==> src/inc/exec_params.svh <==
`ifndef EXEC_PARAMS_SVH
`define EXEC_PARAMS_SVH
// Contract
// RL1: Increment-skip adds one to the file register; destination bit picks target; no flags.
// RL2: Increment-skip with zero result runs a no-operation instead of the next instruction.
// RL3: Absolute branch loads the 11-bit literal and latch bits 4:3 into the program counter.
// RL4: Absolute branch takes two cycles and leaves the flags untouched.
// RL5: OR-literal ORs the accumulator with an 8-bit literal into the accumulator; zero flag.
// RL6: Plain increment adds one to the file register; destination bit picks target; zero flag.
// RL7: OR-register ORs accumulator with file register; destination bit picks target; zero flag.
// RL8: Move copies file register to accumulator or back to itself; zero flag updates.
// RL9: Move back to the same file register still updates the zero flag.
// RL10: Zero flag set on zero result, cleared otherwise; plain instructions take one cycle.

// ------------------------------------------------------------
// Reset values
// ------------------------------------------------------------
`define EXEC_PC_RESET      13'h0000
`define EXEC_ACC_RESET     8'h00
`define EXEC_ZERO_RESET    1'b0

// ------------------------------------------------------------
// Field positions
// ------------------------------------------------------------
`define EXEC_LATCH_PC_HI   4
`define EXEC_LATCH_PC_LO   3
`define EXEC_DEST_ACC      1'b0
`define EXEC_DEST_FILE     1'b1

// ------------------------------------------------------------
// Timing counts, in instruction cycles
// ------------------------------------------------------------
`define EXEC_CYCLES_PLAIN  1
`define EXEC_CYCLES_LONG   2
`endif

==> src/inc/exec_pkg.sv <==
package exec_pkg;
  typedef enum logic [2:0] {
    increment_skip_zero,
    increment_file,
    absolute_branch,
    or_literal_acc,
    or_acc_file,
    move_file,
    no_operation
  } exec_op_t;

  typedef enum logic {
    ST_RUN,
    ST_STALL
  } exec_state_t;
endpackage

==> src/hdl/exec_alu.sv <==
`include "exec_params.svh"

module exec_alu
  import exec_pkg::*;
(
  input  wire exec_op_t   op,
  input  wire logic [7:0] acc,
  input  wire logic [7:0] file_data,
  input  wire logic [7:0] lit8,
  output logic      [7:0] result,
  output logic            result_zero
);
  // Increment wraps at 8 bits, so 0xff plus one gives zero
  always_comb begin
    case (op)
      increment_skip_zero,
      increment_file: result = 8'(file_data + 8'h01);   // [RL1] [RL6]
      or_literal_acc: result = acc | lit8;              // [RL5]
      or_acc_file:    result = acc | file_data;         // [RL7]
      move_file:      result = file_data;               // [RL8]
      default:        result = acc;
    endcase
  end

  assign result_zero = (result == 8'h00);               // [RL10]
endmodule

==> src/hdl/increment_or_move_branch_exec.sv <==
`include "exec_params.svh"

module increment_or_move_branch_exec
  import exec_pkg::*;
(
  input  wire logic        clk_sys,
  input  wire logic        rst_b,
  input  wire logic        instr_valid,
  input  wire exec_op_t    instr_op,
  input  wire logic [6:0]  file_addr,
  input  wire logic        dest_bit,
  input  wire logic [10:0] literal,
  input  wire logic [7:0]  file_rdata,
  input  wire logic [4:0]  pc_high_latch,
  output logic             busy_q,
  output logic             done_q,
  output logic             nop_cycle_q,
  output logic [12:0]      pc_q,
  output logic [7:0]       acc_q,
  output logic             zero_q,
  output logic             file_we_q,
  output logic [6:0]       file_waddr_q,
  output logic [7:0]       file_wdata_q
);

  // ------------------------------------------------------------
  // Decode
  // ------------------------------------------------------------
  exec_state_t state_q;
  exec_state_t state_d;
  logic [7:0]  result;
  logic        result_zero;

  wire take        = instr_valid && (state_q == ST_RUN);
  wire is_skip     = (instr_op == increment_skip_zero);
  wire is_branch   = (instr_op == absolute_branch);
  wire is_lit      = (instr_op == or_literal_acc);
  wire is_nop      = (instr_op == no_operation);
  wire to_file     = (dest_bit == `EXEC_DEST_FILE) && !is_lit && !is_branch && !is_nop;
  wire to_acc      = !to_file && !is_branch && !is_nop;
  wire sets_zero   = !is_skip && !is_branch && !is_nop;       // [RL1] [RL4]
  wire skip_taken  = is_skip && result_zero;                  // [RL2]
  wire long_instr  = is_branch || skip_taken;                 // [RL2] [RL4]
  wire [12:0] branch_target = {pc_high_latch[`EXEC_LATCH_PC_HI:`EXEC_LATCH_PC_LO],
                               literal};                      // [RL3]
  wire [12:0] pc_step = skip_taken ? 13'(pc_q + 13'h0002) : 13'(pc_q + 13'h0001);

  exec_alu u_alu (
    .op          (instr_op),
    .acc         (acc_q),
    .file_data   (file_rdata),
    .lit8        (literal[7:0]),
    .result      (result),
    .result_zero (result_zero)
  );

  // Any instruction arriving during the stall cycle is ignored: the issuer watches busy_q
  always_comb begin
    case (state_q)
      ST_RUN:   state_d = (take && long_instr) ? ST_STALL : ST_RUN;
      ST_STALL: state_d = ST_RUN;
      default:  state_d = ST_RUN;
    endcase
  end

  // ------------------------------------------------------------
  // Sequencing
  // ------------------------------------------------------------
  always_ff @(posedge clk_sys or negedge rst_b) begin
    if (!rst_b) begin
      state_q     <= ST_RUN;
      busy_q      <= 1'b0;
      done_q      <= 1'b0;
      nop_cycle_q <= 1'b0;
    end else begin
      state_q     <= state_d;
      busy_q      <= (state_d == ST_STALL);
      done_q      <= (take && !long_instr) || (state_q == ST_STALL);   // [RL10] [RL4]
      nop_cycle_q <= take && skip_taken;                               // [RL2]
    end
  end

  // ------------------------------------------------------------
  // Architectural state
  // ------------------------------------------------------------
  always_ff @(posedge clk_sys or negedge rst_b) begin
    if (!rst_b) begin
      pc_q   <= `EXEC_PC_RESET;
      acc_q  <= `EXEC_ACC_RESET;
      zero_q <= `EXEC_ZERO_RESET;
    end else if (take) begin
      pc_q <= is_branch ? branch_target : pc_step;                 // [RL3] [RL2]
      if (to_acc) begin
        acc_q <= result;                                           // [RL1] [RL5] [RL6] [RL7] [RL8]
      end
      if (sets_zero) begin
        zero_q <= result_zero;                                     // [RL9] [RL10]
      end
    end
  end

  // Write port of the file register; a move to itself is still written so timing is uniform
  always_ff @(posedge clk_sys or negedge rst_b) begin
    if (!rst_b) begin
      file_we_q    <= 1'b0;
      file_waddr_q <= 7'h00;
      file_wdata_q <= 8'h00;
    end else begin
      file_we_q <= take && to_file;                                // [RL1] [RL6] [RL7] [RL8]
      if (take && to_file) begin
        file_waddr_q <= file_addr;
        file_wdata_q <= result;
      end
    end
  end

  // ------------------------------------------------------------
  // Checks
  // ------------------------------------------------------------
  property p_skip_dest;
    @(posedge clk_sys) disable iff (!rst_b)
    take && is_skip && !dest_bit |=> acc_q == 8'($past(file_rdata) + 8'h01)
      && zero_q == $past(zero_q);
  endproperty
  a_skip_dest: assert property (p_skip_dest) else $error("increment-skip result wrong"); // [RL1]

  property p_skip_nop;
    @(posedge clk_sys) disable iff (!rst_b)
    take && is_skip && file_rdata == 8'hff |=> busy_q && nop_cycle_q && !done_q ##1 done_q
      && !busy_q;
  endproperty
  a_skip_nop: assert property (p_skip_nop) else $error("skip did not stall one cycle"); // [RL2]

  property p_branch_pc;
    @(posedge clk_sys) disable iff (!rst_b)
    take && is_branch |=> pc_q == {$past(pc_high_latch[4:3]), $past(literal)};
  endproperty
  a_branch_pc: assert property (p_branch_pc) else $error("branch target wrong"); // [RL3]

  property p_branch_two;
    @(posedge clk_sys) disable iff (!rst_b)
    take && is_branch |=> (busy_q && !done_q && $stable(zero_q) && !file_we_q) ##1 done_q;
  endproperty
  a_branch_two: assert property (p_branch_two) else $error("branch not two cycles"); // [RL4]

  property p_or_lit;
    @(posedge clk_sys) disable iff (!rst_b)
    take && is_lit |=> acc_q == ($past(acc_q) | $past(literal[7:0])) && !file_we_q
      && zero_q == (acc_q == 8'h00);
  endproperty
  a_or_lit: assert property (p_or_lit) else $error("or-literal wrong"); // [RL5]

  property p_inc_file;
    @(posedge clk_sys) disable iff (!rst_b)
    take && instr_op == increment_file && dest_bit |=> file_we_q
      && file_wdata_q == 8'($past(file_rdata) + 8'h01) && zero_q == (file_wdata_q == 8'h00);
  endproperty
  a_inc_file: assert property (p_inc_file) else $error("increment to file wrong"); // [RL6]

  property p_or_file;
    @(posedge clk_sys) disable iff (!rst_b)
    take && instr_op == or_acc_file && !dest_bit |=> !file_we_q
      && acc_q == ($past(acc_q) | $past(file_rdata));
  endproperty
  a_or_file: assert property (p_or_file) else $error("or-register wrong"); // [RL7]

  property p_move_self;
    @(posedge clk_sys) disable iff (!rst_b)
    take && instr_op == move_file && dest_bit |=> file_we_q && $stable(acc_q)
      && file_waddr_q == $past(file_addr) && zero_q == ($past(file_rdata) == 8'h00);
  endproperty
  a_move_self: assert property (p_move_self) else $error("move to self wrong"); // [RL9]

  property p_move_acc;
    @(posedge clk_sys) disable iff (!rst_b)
    take && instr_op == move_file && !dest_bit |=> acc_q == $past(file_rdata) && !file_we_q;
  endproperty
  a_move_acc: assert property (p_move_acc) else $error("move to accumulator wrong"); // [RL8]

  property p_single;
    @(posedge clk_sys) disable iff (!rst_b)
    take && !long_instr |=> done_q && !busy_q && pc_q == 13'($past(pc_q) + 13'h0001);
  endproperty
  a_single: assert property (p_single) else $error("plain instruction not one cycle"); // [RL10]
endmodule

==> config.mk <==
export PLATFORM = sky130hd
export DESIGN_NAME = increment_or_move_branch_exec
export DESIGN_NICKNAME = d
export VERILOG_FILES = /design/src/inc/exec_pkg.sv /design/src/hdl/exec_alu.sv /design/src/hdl/increment_or_move_branch_exec.sv
export VERILOG_INCLUDE_DIRS = /design/src /design/src/inc
export SDC_FILE = /design/constraint.sdc
export NUM_CORES = 1
export LEC_CHECK = 0
export BUFFER_PORTS_ARGS = -buffer_cell sky130_fd_sc_hd__buf_2
export CAP_MARGIN = 20
export CORE_ASPECT_RATIO = 2
export CORE_UTILIZATION = 35
export DETAILED_ROUTE_END_ITERATION = 12
export PLACE_DENSITY_LB_ADDON = 0.3
export SLEW_MARGIN = 20
export SYNTH_ARGS = -nofsm -noshare
export SYNTH_HDL_FRONTEND = slang
export SYNTH_SLANG_ARGS = --single-unit
==> constraint.sdc <==
create_clock -name clk_sys -period 3.2 [get_ports clk_sys]
set_input_delay 0.48 -clock clk_sys [delete_from_list [all_inputs] [get_ports clk_sys]]
set_output_delay 0.48 -clock clk_sys [all_outputs]
set_load 0.02 [all_outputs]
==> metrics <==
status=complete, no violations; vias in the first global route=2554; layout cells sized above 1=0.309; CTS tree=built; Clock Pin Slew Worst Setup and Hold Paths=0.06 ns; drt first pass iters=4; maximum capacitance violations=0; Reg2Reg Depth=9; Initial Utilization=0.361; Critical Path RT=3.39 ns; RSZ-0062 raised after global routing=false; clock sinks=41; Hold Vio Cnt, Final=0; # Post-CTS Setup Buffers=0; FF+latch count, synth=41; Final Setup Violations=0; Crit path arrival time=2.95 ns; sequential-to-total area share from yosys stat=0.409; post-synthesis simple-gate area fraction=0.272; total wire length=7610 µm; number of remaining DRC errors=0; largest family of logic cells by synthesized area=simple AND/OR/NAND/NOR gates; post-synthesis xor/xnor area fraction=0.00698; Initial DRC Count=168; crit path capture type=flip-flop; Lkg Pwr=1.44 nW; top_reg_cell synth=dfrtp_1; first-pass GRT wire length=12100 µm; via density per instance=5.56; # port buffers=75; worst slew pin tran=0.928 ns; peak supply drop=0.404 mV; clock latency on the worst-skew pair=0.29 ns; top cells by count, synth=nand2_1 (44), dfrtp_1 (41), nor2_1 (24); max-slew violation count=0; top cell type's share of synthesized area=0.409; mux cell area share after synthesis=0.0389; part of the cycle the worst path needs=0.861; synth unique cells=61; Layout area overhead=25.9%; Resize count post-CTS=0; Detail Route met3 WL=417 µm; grt total ovfl=0; Syn Nets=330; ant diodes=0; R2R Setup Slk=0.53 ns; DP Worst Slack=0.187 ns; Slew Limit Headroom=0.381; I/O pin total=79; Compound-Gate Fraction of Synth Area=0.221; WL/cell=16.7 µm; Final WS setup=0.446 ns; Final ANT Viol Nets=0; Tmin final=2.75 ns; post-DP HPWL=5840 µm; met1 wire length=2720 µm; top routing layer in use=met4; clock tree buffer depth=2; total CTS buffers=5; Setup Skew=0.00572 ns; area of the multi-input gates=1390 µm²; Die Y=122 µm; crit start category=input pin; critical path peak fanout=5; most common cell in the netlist=nand2_1; Area contributors post-synth=dfrtp_1 (41%), nand2_1 (6.6%), o21ai_0 (4.0%), a21oi_1 (3.8%), nor2_1 (3.6%); CP Class=input pin to flip-flop; cell count after synthesis=289; met2 wire len=4130 µm; FF/Latch Area=1030 µm²; final setup TNS=0 ns; nets@finish=406; full die area=7530 µm²; post-synth top area cell=dfrtp_1; pin count of the biggest net entering global routing=42; number of fill cells=725; die width=61.9 µm; Fmax=0.363 GHz; RR Startpoint=acc_q[4]; Pwr Density=627 nW/µm²; antenna violations before repair=0; HP Class=input pin to asynchronous set/reset pin; Mapped Area=2510 µm²; CTS Hold Bufs=0; clock root buffer master=clkbuf_16; Post-synth EDFFs=0; asr flop ratio synth=1.00; Core Box Area=6940 µm²; DR vias=2537; syn_area_per_cell=8.68 µm²; H-tree depth=2; # rows=43; Final GP Congestion=0.824; synth warn=0; post-synthesis adder-cell area fraction=0.0150; Global Route Usage Sum=0.220; R2R Path End=pc_q[6]
## sequential cells by signal, summed over array words and instances, names as in the netlist
name,count
file_we_q,1
file_wdata_q,8
acc_q,8
state_q,1
done_q,1
nop_cycle_q,1
zero_q,1
pc_q,13
file_waddr_q,7
## worst max path at each step
stage	cells after the start	end	from	slack [ns]
after floorplan	9	pc_q[6]	file_rdata[0]	0.62
after global placement	10	pc_q[6]	instr_op[1]	0.24
after detailed placement	10	pc_q[6]	instr_op[1]	0.19
after CTS	10	pc_q[6]	instr_op[1]	0.47
after global routing	10	pc_q[6]	instr_op[1]	0.22
final	11	pc_q[6]	file_rdata[0]	0.45
## worst max-delay path, stage by stage
cell      delay (ns)
buf_2           0.13
ha_1            0.22
xor2_1          0.14
o22ai_1         0.16
mux2i_1         0.18
or3_4           0.43
nor4b_4         0.45
mux2i_1         0.30
buf_4           0.17
nor2_1          0.04
a211oi_1        0.25
## through the flow
stage / cell area, µm² / instances / util / power [mW] / hold slack, ns
6_report: 3160 / 456 / 0.455 / 1.98 / 0.329
5_1_grt: 3160 / 456 / 0.455 / 2.10 / 0.378
4_1_cts: 3160 / 456 / 0.455 / 2.00 / 0.362
3_5_place_dp: 2990 / 448 / 0.430 / 1.41 / 0.456
3_3_place_gp: 2990 / 448 / 0.430 / 1.39 / 0.458
2_1_floorplan: 2510 / 289 / - / 1.16 / 0.184
## report_power, final
group	switching, mW	total [mW]	internal [mW]
clock network	0.217	0.586	0.369
logic	0.401	0.647	0.246
registers	0.120	0.746	0.627
total	0.737	1.98	1.24
## layout make-up
cell class / instances / area share
Multi-Input combinational cell: 227 / 0.440
Sequential cell: 41 / 0.325
Timing Repair Buffer: 82 / 0.135
Clock buffer: 5 / 0.0396
Tap cell: 90 / 0.0357
Clock inverter: 3 / 0.0147
Inverter: 8 / 0.00951
## routing by layer
layer,up-vias,track usage
met5,-,0
met4,0,0.125
met3,22,0.0425
met2,102,0.386
met1,1206,0.230
li1,1207,-
## cells by family (layout without fill, tap and decap cells)
kind of cell | after synthesis | in the layout
DFF | 41 | 41
adders and majority gates | 3 | 3
and+or+nand+nor | 129 | 129
xor gates and xnor gates | 2 | 2
buffers and inverters | 21 | 98
muxes | 9 | 9
AOI/OAI and AO/OA | 84 | 84
## placed cells by master (no fill, tap or decap), types with 8 or more instances in the layout
master   instances
or3_1            8
nand3_1         10
buf_2           75
nand2_1         44
dfrtp_1         41
nor3_1           8
nor2_1          24
o21ai_0         20
a21oi_1         19
Power figures use the tool's default switching activity.
